[src/irq_enable_pkg.sv]
// Package for the interrupt enable and request gating block
package irq_enable_pkg;
   localparam logic [7:0] ADDR_BANK_A = 8'hA8;
   localparam logic [7:0] ADDR_BANK_B = 8'hA9;
   localparam logic [7:0] ADDR_BANK_C = 8'hAA;
   localparam logic [7:0] ADDR_BANK_D = 8'hAB;
   localparam logic [7:0] ADDR_SRC_A  = 8'hC0;
   localparam logic [7:0] ADDR_SRC_B  = 8'hC8;
   localparam logic [7:0] ADDR_TRIG   = 8'hC9;
   localparam logic [7:0] ADDR_PRIO0  = 8'hB8;
   localparam logic [7:0] ADDR_PRIO1  = 8'hB9;
   localparam logic [7:0] BANK_RESET  = 8'h00;
   localparam logic [7:0] MASK_BANK_A = 8'hBF;
   localparam logic [7:0] MASK_BANK_B = 8'h3E;
   localparam logic [7:0] MASK_BANK_C = 8'h3C;
   localparam logic [7:0] MASK_BANK_D = 8'h30;
   localparam logic [7:0] MASK_PRIO   = 8'h3F;
   localparam logic [7:0] MASK_TRIG   = 8'h03;
   localparam int         GLOBAL_BIT  = 7;
   localparam int         NUM_SLOTS   = 24;
   localparam int         NUM_GROUPS  = 6;
   localparam logic [23:0] IMPL_SLOTS = 24'hC3CFBF;

   // Source register A bit layout
   localparam int SA_L24 = 7;
   localparam int SA_ADC = 6;
   localparam int SA_WT  = 5;
   localparam int SA_AVS = 4;
   localparam int SA_DVS = 3;
   localparam int SA_PW  = 2;
   localparam int SA_AHS = 1;
   localparam int SA_DHS = 0;
   // Source register B bit layout
   localparam int SB_CC  = 7;
   localparam int SB_ADW = 6;
   localparam int SB_X1  = 1;
   localparam int SB_X0  = 0;

   typedef struct packed {
      logic       wr;
      logic       rd;
      logic [7:0] addr;
      logic [7:0] wdata;
   } sfr_req_t;

   typedef struct packed {
      logic timer0_overflow_flag;
      logic timer1_overflow_flag;
      logic timer0_high_byte;
      logic timer_mode3;
      logic pin_irq0;
      logic ext_pin_irq1;
      logic pin_irq0_edge;
      logic pin_irq1_edge;
      logic extra_pin_irq0;
      logic extra_pin_irq1;
      logic serial_port;
      logic adc_done;
      logic watchdog_timer;
      logic acq_vsync;
      logic disp_vsync;
      logic pulse_timer;
      logic chan_change;
      logic acq_hsync;
      logic disp_hsync;
      logic teletext_row;
      logic adc_wakeup;
   } irq_src_t;

   typedef enum logic [2:0] {
      ST_IDLE = 3'b001,
      ST_TAKE = 3'b010,
      ST_WAIT = 3'b100
   } take_state_t;
endpackage : irq_enable_pkg

[src/interrupt_enable_control.sv]
// Interrupt enable banks, source flags, trigger handling and priority pick
`timescale 1ns/1ns
`default_nettype none

module interrupt_enable_control (
   input  wire logic                        clk_i,
   input  wire logic                        reset_i,
   input  wire logic                        clk_en_i,
   input  wire irq_enable_pkg::sfr_req_t    sfr_req_i,
   input  wire irq_enable_pkg::irq_src_t    src_i,
   input  wire logic                        global_irq_inhibit_i,
   input  wire logic                        reti_i,
   input  wire logic                        ack_i,
   output logic [7:0]                       sfr_rdata_o,
   output logic                             irq_req_o,
   output logic [4:0]                       irq_slot_o,
   output logic [1:0]                       irq_level_o
);
   import irq_enable_pkg::*;

   logic [7:0]  bank_a_ff, bank_b_ff, bank_c_ff, bank_d_ff;
   logic [7:0]  src_a_ff, src_b_ff, trig_ff, prio0_ff, prio1_ff;
   logic [20:0] prev_ff;
   logic [23:0] flags, enables, pending;
   logic        allow;
   logic [3:0]  active_ff;
   logic [4:0]  nxt_slot;
   logic [1:0]  nxt_level;
   logic        nxt_found;
   take_state_t state_ff;
   logic [7:0]  rdata;
   logic        pin0_hit, pin1_hit, x0_hit, x1_hit, t1_src;

   function automatic logic wr_at(input sfr_req_t r, input logic [7:0] a);
      return r.wr && (r.addr == a);
   endfunction : wr_at

   function automatic logic rise(input logic now, input logic prev);
      return now && !prev;
   endfunction : rise

   function automatic logic [1:0] group_level(input int g, input logic [7:0] p0, input logic [7:0] p1);
      return {p1[g], p0[g]};
   endfunction : group_level

   // Enable banks, reserved bits held at zero
   always_ff @(posedge clk_i or posedge reset_i) begin
      if (reset_i) begin
         bank_a_ff <= BANK_RESET;
         bank_b_ff <= BANK_RESET;
         bank_c_ff <= BANK_RESET;
         bank_d_ff <= BANK_RESET;
      end else if (clk_en_i) begin
         if (wr_at(sfr_req_i, ADDR_BANK_A)) bank_a_ff <= sfr_req_i.wdata & MASK_BANK_A;
         if (wr_at(sfr_req_i, ADDR_BANK_B)) bank_b_ff <= sfr_req_i.wdata & MASK_BANK_B;
         if (wr_at(sfr_req_i, ADDR_BANK_C)) bank_c_ff <= sfr_req_i.wdata & MASK_BANK_C;
         if (wr_at(sfr_req_i, ADDR_BANK_D)) bank_d_ff <= sfr_req_i.wdata & MASK_BANK_D;
      end
   end

   // Priority and trigger select registers
   always_ff @(posedge clk_i or posedge reset_i) begin
      if (reset_i) begin
         prio0_ff <= BANK_RESET;
         prio1_ff <= BANK_RESET;
         trig_ff  <= BANK_RESET;
      end else if (clk_en_i) begin
         if (wr_at(sfr_req_i, ADDR_PRIO0)) prio0_ff <= sfr_req_i.wdata & MASK_PRIO;
         if (wr_at(sfr_req_i, ADDR_PRIO1)) prio1_ff <= sfr_req_i.wdata & MASK_PRIO;
         if (wr_at(sfr_req_i, ADDR_TRIG))  trig_ff  <= sfr_req_i.wdata & MASK_TRIG;
      end
   end

   // Previous samples for edge detection
   always_ff @(posedge clk_i or posedge reset_i) begin
      if (reset_i) begin
         prev_ff <= '0;
      end else if (clk_en_i) begin
         prev_ff <= {src_i.pin_irq0, src_i.ext_pin_irq1, src_i.extra_pin_irq0, src_i.extra_pin_irq1,
                     src_i.adc_done, src_i.watchdog_timer, src_i.acq_vsync, src_i.disp_vsync,
                     src_i.pulse_timer, src_i.chan_change, src_i.acq_hsync, src_i.disp_hsync,
                     src_i.teletext_row, src_i.adc_wakeup, 7'h00};
      end
   end

   // Extra pins: trig bit 0 or 1 selects rising, else falling
   always_comb begin
      x0_hit = trig_ff[0] ? rise(src_i.extra_pin_irq0, prev_ff[18])
                          : rise(prev_ff[18], src_i.extra_pin_irq0);
      x1_hit = trig_ff[1] ? rise(src_i.extra_pin_irq1, prev_ff[17])
                          : rise(prev_ff[17], src_i.extra_pin_irq1);
      // Main pins: edge select comes from timer and irq control bits
      pin0_hit = src_i.pin_irq0_edge ? rise(src_i.pin_irq0, prev_ff[20]) : src_i.pin_irq0;
      pin1_hit = src_i.pin_irq1_edge ? rise(src_i.ext_pin_irq1, prev_ff[19]) : src_i.ext_pin_irq1;
      t1_src   = src_i.timer_mode3 ? src_i.timer0_high_byte : src_i.timer1_overflow_flag;
   end

   // Central source flags: set wins over software clear
   always_ff @(posedge clk_i or posedge reset_i) begin
      if (reset_i) begin
         src_a_ff <= BANK_RESET;
         src_b_ff <= BANK_RESET;
      end else if (clk_en_i) begin
         logic [7:0] set_a;
         logic [7:0] set_b;
         logic [7:0] keep_a;
         logic [7:0] keep_b;
         set_a = '0;
         set_b = '0;
         set_a[SA_L24] = rise(src_i.teletext_row,   prev_ff[8]);
         set_a[SA_ADC] = rise(src_i.adc_done,       prev_ff[16]);
         set_a[SA_WT]  = rise(src_i.watchdog_timer, prev_ff[15]);
         set_a[SA_AVS] = rise(src_i.acq_vsync,      prev_ff[14]);
         set_a[SA_DVS] = rise(src_i.disp_vsync,     prev_ff[13]);
         set_a[SA_PW]  = rise(src_i.pulse_timer,    prev_ff[12]);
         set_a[SA_AHS] = rise(src_i.acq_hsync,      prev_ff[10]);
         set_a[SA_DHS] = rise(src_i.disp_hsync,     prev_ff[9]);
         set_b[SB_CC]  = rise(src_i.chan_change,    prev_ff[11]);
         set_b[SB_ADW] = rise(src_i.adc_wakeup,     prev_ff[7]);
         set_b[SB_X1]  = x1_hit;
         set_b[SB_X0]  = x0_hit;
         keep_a = wr_at(sfr_req_i, ADDR_SRC_A) ? sfr_req_i.wdata : src_a_ff;
         keep_b = wr_at(sfr_req_i, ADDR_SRC_B) ? sfr_req_i.wdata : src_b_ff;
         src_a_ff <= keep_a | set_a;
         src_b_ff <= (keep_b | set_b) & 8'hC3;
      end
   end

   // Slot map: bank k bit g is slot 6*k+g; reserved slots stay zero
   always_comb begin
      flags = '0;
      flags[0]  = pin0_hit;
      flags[1]  = src_i.timer0_overflow_flag;
      flags[2]  = pin1_hit;
      flags[3]  = t1_src;
      flags[4]  = src_i.serial_port;
      flags[5]  = src_a_ff[SA_ADC];
      flags[7]  = src_b_ff[SB_X0];
      flags[8]  = src_a_ff[SA_WT];
      flags[9]  = src_b_ff[SB_X1];
      flags[10] = src_a_ff[SA_AVS];
      flags[11] = src_a_ff[SA_DVS];
      flags[14] = src_a_ff[SA_PW];
      flags[15] = src_b_ff[SB_CC];
      flags[16] = src_a_ff[SA_AHS];
      flags[17] = src_a_ff[SA_DHS];
      flags[22] = src_a_ff[SA_L24];
      flags[23] = src_b_ff[SB_ADW];
      enables = {bank_d_ff[5:0], bank_c_ff[5:0], bank_b_ff[5:0], bank_a_ff[5:0]};
      allow   = bank_a_ff[GLOBAL_BIT] && !global_irq_inhibit_i;
      pending = (allow ? (flags & enables) : '0) & IMPL_SLOTS;
   end

   // Highest level first, then scan order by group and bank
   always_comb begin
      nxt_found = 1'b0;
      nxt_slot  = '0;
      nxt_level = '0;
      for (int lv = 3; lv >= 0; lv--) begin
         for (int g = 0; g < NUM_GROUPS; g++) begin
            for (int k = 0; k < 4; k++) begin
               if (!nxt_found && pending[6*k+g] && (group_level(g, prio0_ff, prio1_ff) == 2'(lv))
                   && !(|(active_ff >> lv))) begin
                  nxt_found = 1'b1;
                  nxt_slot  = 5'(6*k+g);
                  nxt_level = 2'(lv);
               end
            end
         end
      end
   end

   // Request handshake and nesting record
   always_ff @(posedge clk_i or posedge reset_i) begin
      if (reset_i) begin
         state_ff    <= ST_IDLE;
         active_ff   <= '0;
         irq_req_o   <= 1'b0;
         irq_slot_o  <= '0;
         irq_level_o <= '0;
      end else if (clk_en_i) begin
         case (state_ff)
            ST_IDLE: begin
               if (nxt_found) begin
                  irq_req_o   <= 1'b1;
                  irq_slot_o  <= nxt_slot;
                  irq_level_o <= nxt_level;
                  state_ff    <= ST_TAKE;
               end
            end
            ST_TAKE: begin
               if (ack_i) begin
                  irq_req_o              <= 1'b0;
                  active_ff[irq_level_o] <= 1'b1;
                  state_ff               <= ST_WAIT;
               end else if (!allow) begin
                  irq_req_o <= 1'b0;
                  state_ff  <= ST_IDLE;
               end
            end
            ST_WAIT: state_ff <= ST_IDLE;
            default: state_ff <= ST_IDLE;
         endcase
         if (reti_i && state_ff != ST_TAKE) begin
            for (int lv = 3; lv >= 0; lv--) begin
               if (active_ff[lv] && !(|(active_ff >> (lv + 1)))) active_ff[lv] <= 1'b0;
            end
         end
      end
   end

   // Register read path
   always_comb begin
      case (sfr_req_i.addr)
         ADDR_BANK_A: rdata = bank_a_ff;
         ADDR_BANK_B: rdata = bank_b_ff;
         ADDR_BANK_C: rdata = bank_c_ff;
         ADDR_BANK_D: rdata = bank_d_ff;
         ADDR_SRC_A:  rdata = src_a_ff;
         ADDR_SRC_B:  rdata = src_b_ff;
         ADDR_TRIG:   rdata = trig_ff;
         ADDR_PRIO0:  rdata = prio0_ff;
         ADDR_PRIO1:  rdata = prio1_ff;
         default:     rdata = 8'h00;
      endcase
   end

   always_ff @(posedge clk_i or posedge reset_i) begin
      if (reset_i) sfr_rdata_o <= 8'h00;
      else if (clk_en_i && sfr_req_i.rd) sfr_rdata_o <= rdata;
   end

   chk_inhibit_blocks: assert property (@(posedge clk_i) disable iff (reset_i)
      clk_en_i && global_irq_inhibit_i && state_ff == ST_IDLE |=> !irq_req_o)
      else $error("request raised while inhibited");
   chk_global_off: assert property (@(posedge clk_i) disable iff (reset_i)
      clk_en_i && !bank_a_ff[7] && state_ff == ST_IDLE |=> !irq_req_o)
      else $error("request raised with global enable off");
   chk_reserved_zero: assert property (@(posedge clk_i) disable iff (reset_i)
      bank_b_ff[7:6] == 2'b00 && bank_c_ff[7:6] == 2'b00 && bank_d_ff[7:0] == (bank_d_ff & 8'h30))
      else $error("reserved enable bits set");
   chk_slot_real: assert property (@(posedge clk_i) disable iff (reset_i)
      irq_req_o |-> IMPL_SLOTS[irq_slot_o])
      else $error("reserved slot requested");
   chk_flag_sets: assert property (@(posedge clk_i) disable iff (reset_i)
      clk_en_i && src_i.adc_done && !prev_ff[16] |=> src_a_ff[SA_ADC])
      else $error("converter flag not set on rise");
   chk_req_enabled: assert property (@(posedge clk_i) disable iff (reset_i)
      $rose(irq_req_o) |-> enables[irq_slot_o] || $past(enables[irq_slot_o]))
      else $error("request for disabled slot");
   chk_level_match: assert property (@(posedge clk_i) disable iff (reset_i)
      $rose(irq_req_o) |-> irq_level_o == $past(nxt_level))
      else $error("level mismatch");
   chk_bank_write: assert property (@(posedge clk_i) disable iff (reset_i)
      clk_en_i && wr_at(sfr_req_i, ADDR_BANK_A) |=> bank_a_ff == ($past(sfr_req_i.wdata) & MASK_BANK_A))
      else $error("bank a write lost");
endmodule : interrupt_enable_control

`default_nettype wire

[config.mk]
export PLATFORM = sky130hd
export DESIGN_NAME = interrupt_enable_control
export DESIGN_NICKNAME = d
export VERILOG_FILES = /design/src/irq_enable_pkg.sv /design/src/interrupt_enable_control.sv
export SDC_FILE = /design/constraint.sdc
export NUM_CORES = 1
export LEC_CHECK = 0
export ABC_AREA = 1
export BUFFER_PORTS_ARGS = -buffer_cell sky130_fd_sc_hd__buf_2
export CAP_MARGIN = 25
export CORE_ASPECT_RATIO = 1.25
export CORE_UTILIZATION = 55
export CTS_CLUSTER_DIAMETER = 100
export CTS_CLUSTER_SIZE = 28
export DETAILED_ROUTE_END_ITERATION = 10
export HOLD_SLACK_MARGIN = 0.15
export PLACE_DENSITY = 0.75
export SETUP_SLACK_MARGIN = 0.2
export SLEW_MARGIN = 20
export SYNTH_ARGS = -nofsm -noshare
export SYNTH_HDL_FRONTEND = slang
export SYNTH_SLANG_ARGS = --single-unit
[constraint.sdc]
create_clock -name clk_i -period 7 [get_ports clk_i]
set_input_delay 0.35 -clock clk_i [delete_from_list [all_inputs] [get_ports clk_i]]
set_output_delay 0.35 -clock clk_i [all_outputs]
set_load 0.005 [all_outputs]
Yosys cells after proc, flatten, opt, wreduce, memory -nomap -nowiden
Index checks and enable logic that the tools add are counted.

Eq/ne operators: 32. Magnitude comparators: 2. Multiplexer cells: 229. Reduce and logical (&&, ||, !) cells: 343. Bitwise logic cells: 4.

Operator list (number): $mux 5 (65); $logic_and 1x1->1 (235); $mux 2 (68); $logic_not 1->1 (88); $mux 1 (82); $eq 8x8->1 const B (9); $pmux 8 s9 (1); $and 24x24->24 (1); $eq 2x2->1 const B (12); $mux 24 (1); $mux 8 (2); $or 8x8->8 (2); $reduce_and 2->1 (7); $eq 2x1->1 const B (6); $logic_not 2->1 (6); $mux 3 (4); $mux 4 (3); $pmux 3 s2 (1); $reduce_and 3->1 (2); $or 4x4->4 (1); $reduce_and 4->1 (1); $reduce_or 4->1 (1); $eq 3x1->1 const B (1); $eq 3x2->1 const B (1); other kinds (10) (10).

Logic and storage cells: 626. Flip-flop bits (word level): 81. Output and inout bits: 16. Input port bits: 45.

Logic depth before layout (Yosys ltp)
Word-level depth: 345. Gate-level depth with buffers: 46. Gate-level depth less buffers: 44.

Worst setup path after synthesis
No wires, ideal clock.

Kind: flip-flop to flip-flop. From: register bank_a_ff[7]. To: register irq_slot_o[0]. Cell stages (with the launch flop): 43. Period minus slack after synthesis: 4974 ps. Setup time: 119 ps. Setup slack: 2026 ps. Arrival: 4855 ps. Required time: 6881 ps. Path through: dfrtp_1 > nand2_2 > buf_6 > nor2_4 > nand2_1 > nand2_1 > nor2_2 > o211ai_2 > o2111ai_1 > o2111ai_1 > nand3_2 > nor2_2 > o21ai_2 > nand4_1 > nor2_2 > nand4_2 > nor2_2 > nand4_2 > [7 not listed] > nand4_4 > nor2_2 > nand4_2 > nor2_2 > nand4_2 > nor2_4 > nand4_4 > nor2_4 > nand4_2 > nor2_4 > nand3_2 > nor2_2 > nand3_2 > nand2_2 > nand2_2 > buf_6 > nor2_1 > nor2_1.

Cells in the longest elaborated chain, start to end: 341. Elaborated cells between the ends (all ways): 408.

RTL lines: from (decl) (RTL line interrupt_enable_control.sv:21) `logic [7:0] bank_a_ff, bank_b_ff, bank_c_ff, bank_d_ff;`; from (signal assigned) (RTL line interrupt_enable_control.sv:54) `if (wr_at(sfr_req_i, ADDR_BANK_A)) bank_a_ff <= sfr_req_i.wdata & MASK_BANK_A;`; $logic_and 1x1->1 (*) (RTL line interrupt_enable_control.sv:150) `allow = bank_a_ff[GLOBAL_BIT] && !global_irq_inhibit_i;`; $mux 24 (*) (RTL line interrupt_enable_control.sv:151) `pending = (allow ? (flags & enables) : '0) & IMPL_SLOTS;`; $logic_and 1x1->1 (RTL line interrupt_enable_control.sv:162) `if (!nxt_found && pending[6*k+g] && (group_level(g, prio0_ff, prio1_ff) == 2'(lv))`; $logic_and 1x1->1 (RTL line interrupt_enable_control.sv:163) `&& !(|(active_ff >> lv))) begin`; $mux 1 (RTL line interrupt_enable_control.sv:162); $logic_not 1->1 (RTL line interrupt_enable_control.sv:162); $logic_and 1x1->1 (2 in series) (RTL line interrupt_enable_control.sv:162); $logic_and 1x1->1 (RTL line interrupt_enable_control.sv:163); [322 not listed]; $logic_and 1x1->1 (2 in series) (RTL line interrupt_enable_control.sv:162); $logic_and 1x1->1 (RTL line interrupt_enable_control.sv:163); $mux 1 (RTL line interrupt_enable_control.sv:162); $logic_not 1->1 (RTL line interrupt_enable_control.sv:162); $logic_and 1x1->1 (2 in series) (RTL line interrupt_enable_control.sv:162); $logic_and 1x1->1 (RTL line interrupt_enable_control.sv:163); $mux 1 (RTL line interrupt_enable_control.sv:162); $reduce_and 3->1 (no source line); to (signal assigned) (RTL line interrupt_enable_control.sv:186) `irq_slot_o <= nxt_slot;`; to (decl) (RTL line interrupt_enable_control.sv:16) `output logic [4:0] irq_slot_o,`.

Mark *: on every way between the ends. The rest lies on a longest branch, timed or not. A chain may end at the register's enable or synchronous reset.

Worst setup path after layout
From: register bank_a_ff[7]. To: register irq_slot_o[1].

The elaborated chain is that of the path after synthesis.

==> impl_metrics.tcl <==
set metrics [dict create \
    cts_made_buffers 9 \
    min_period_over_period_pct 85.31 \
    critPathLaunchType "register" \
    io_pins 61 \
    critPathRequiredTime_ns 7.28 \
    yosysUniqueCellTypes 43 \
    antenna_found_initial 0 \
    cts-root-buf "clkbuf_16" \
    gp_congestion 1.047 \
    rsz0062_at_grt "no" \
    antenna_cells 0 \
    cap_viol_max_count 0 \
    power_frac_comb_pct 17.4 \
    synth_top_area_share_pct 35.48 \
    stdcell_count 1031 \
    power_frac_clock_pct 39.5 \
    criticalPathCategory "register to register" \
    postRouteAntennaNets 0 \
    hp-class "primary input to asynchronous set/reset pin" \
    whs_ns 0.1883 \
    tightestPinTransition_ns 0.9790 \
    sw_frac_of_total_pct 30.98 \
    ir_drop_mv 0.1553 \
    setup_tns_ns 0 \
    cts_sinks 81 \
    yosysTopAreaCell "dfrtp_1" \
    async_flop_share_pct 100.0 \
    hold_viol_final 0 \
    slowest_delay_ns 0.60 \
    min_period_ns 5.972 \
    p_leak_nw 3.336 \
    placementRows 41 \
    wirelength_um 18070 \
    floorplan.initialDensity_pct 56.12 \
    netlist_top_cells_area "dfrtp_1 (35%), nand2_1 (12%), inv_1 (11%)" \
    yosysSeqAreaShare_pct 35.94 \
    setup_viol 0 \
    insertion_delay_ns 0.34 \
    cts_setup_buffers 0 \
    cp_data_arrival_time_ns 6.25 \
    die-area_um2 10670 \
    fp.dieH_um 115.2 \
    wl_per_cell_um 17.53 \
    nets 942 \
    multi_input_area_um2 2958 \
    syn_area_um2 5643 \
    core-area_um2 10050 \
    dr_total_vias 6031 \
    critical_path_peak_fanout 12 \
    fin_area_um2 6367 \
    slew_headroom_pct 34.13 \
    vias_per_cell 5.850 \
    die_w_um 92.60 \
    slew_viol_final 0 \
    first_pass_iters 7 \
    fmax_ghz 0.1675 \
    drc 0 \
    first_iter_violations 448 \
    clock_skew_ns 0.01125 \
    drive_above_1_share_pct 13.64 \
    final_core_util_pct 63.33 \
    synth_nets 880 \
    port_buffers 60 \
    grt_usage_pct 35.18 \
    placed_cells 1015 \
    ctsHoldBuffers 0 \
    grt_first_pass_wirelength_um 28510 \
    regArea_um2 2028 \
    crit_path_end_kind "register" \
    p_sw_uw 380.1 \
    synthCells 835 \
    status "finished clean" \
    gr-total-overflow 0 \
    grt_pass1_vias 5753 \
    cts_tree "built" \
    synth-edff-count 0 \
    fin_total_pwr_mw 1.227 \
    pwr_density_cell_nw_per_um2 192.7 \
    ys_ff_latch 81 \
    clk_pin_slew_ns 0.07 \
    syn_avg_cell_area_um2 6.758 \
    synth-warning-count 0 \
    placed_cell_area_um2 6061 \
    grt_max_degree 82 \
    cp_slowest_cell "nor2_1" \
    area_delta_synth_final_pct 12.84 \
    dp_slack_ns 1.060 \
    setup_ws_ns 1.028 \
    htree_levels 3 \
    intPower_uw 846.9 \
    pwr-share-seq_pct 43.1 \
    clk_path_buf_depth 2 \
    ctsResizeCount 0 \
    dpl.hpwl_um 14270 \
    synth_ff_type "dfrtp_1" \
    fill_cells 941 \
]
metal layers:
layer	global-route usage, %	wire length, µm	up-vias
met2	59.16	8822	290
met1	41.28	7002	2795
li1	-	-	2879
met5	0	0	-
met4	23.33	1088	0
met3	6.019	1158	67
cells by family after synthesis:
kind of cell	share of synthesized area, %
buffers and inverters	11.64
AO/OA/AOI/OAI	14.75
flip-flops	35.94
AND/OR/NAND/NOR	37.67
power groups by stage:
stage	logic (mW)	clock network, mW	registers (mW)
CTS	0.212	0.487	0.528
global route	0.238	0.509	0.533
detailed placement	0.211	0	0.536
floorplan	0.134	0	0.530
global placement	0.206	0	0.534
finish	0.214	0.484	0.529
registers in the layout, summed over array words and instances, names as in the netlist, 3 cells and up:
register and count:
bank_a_ff 7, irq_slot_o 5, sfr_rdata_o 8, prio1_ff 6, src_a_ff 8, active_ff 4, state_ff 3, prio0_ff 6
bank_b_ff 5, bank_c_ff 4, src_b_ff 4, prev_ff 14
placed cells by master (no fill, tap or decap), types with 25 or more instances in the layout:
master,instances
o21ai_0,47
inv_1,157
nand3_1,43
a21oi_1,27
nand2_1,182
nor3_1,36
nor2_1,116
buf_2,60
dfrtp_1,80
nand4_1,25
final cells by class:
cell class	count	area share [%]
flip-flops and latches	81	31.85
clock buffers	9	3.537
multi-input cells	584	46.45
inverters	159	9.393
clock inverters	7	1.218
repair buffers	62	5.011
well taps	129	2.535
critical path, delay by kind of cell (launching register included):
kind,cells,cell delay [ns]
buffers and inverters,1,0.17
AND/OR/NAND/NOR,33,4.62
AO/OA/AOI/OAI,4,0.70
flip-flops,1,0.44
final timing paths:
kind / startpoint / end / slack [ns] / cells after the start
worst min-delay path: reset_i / irq_slot_o[0] / 0.19 / 3
worst min register to register: prev_ff[19] / prev_ff[19] / 0.47 / 2
min in group clk_i: src_i[0] / prev_ff[7] / 0.23 / 3
worst max-delay path: bank_a_ff[7] / irq_slot_o[1] / 1.03 / 38
max in group asynchronous: reset_i / prio0_ff[3] / 6.29 / 3
worst max register to register: bank_a_ff[7] / irq_slot_o[1] / 1.03 / 38
synthesized netlist by cell type, types with 2 or more instances:
cell       instances
nand2_1          182
inv_1            158
nor2_1           116
dfrtp_1           80
o21ai_0           47
nand3_1           43
nor3_1            36
a21oi_1           27
nand4_1           25
o221ai_1          13
nor2_2            11
nor4_1            10
clkbuf_1           8
nand4_2            8
nor2_4             7
o211ai_1           7
a31oi_1            6
o22ai_1            6
o2111ai_1          5
a21oi_2            4
nand3_2            4
o21a_1             4
nand2_2            3
nand4_4            3
a211oi_1           2
buf_6              2
o21ai_1            2
Note: power is estimated with default switching activity, not from simulation.
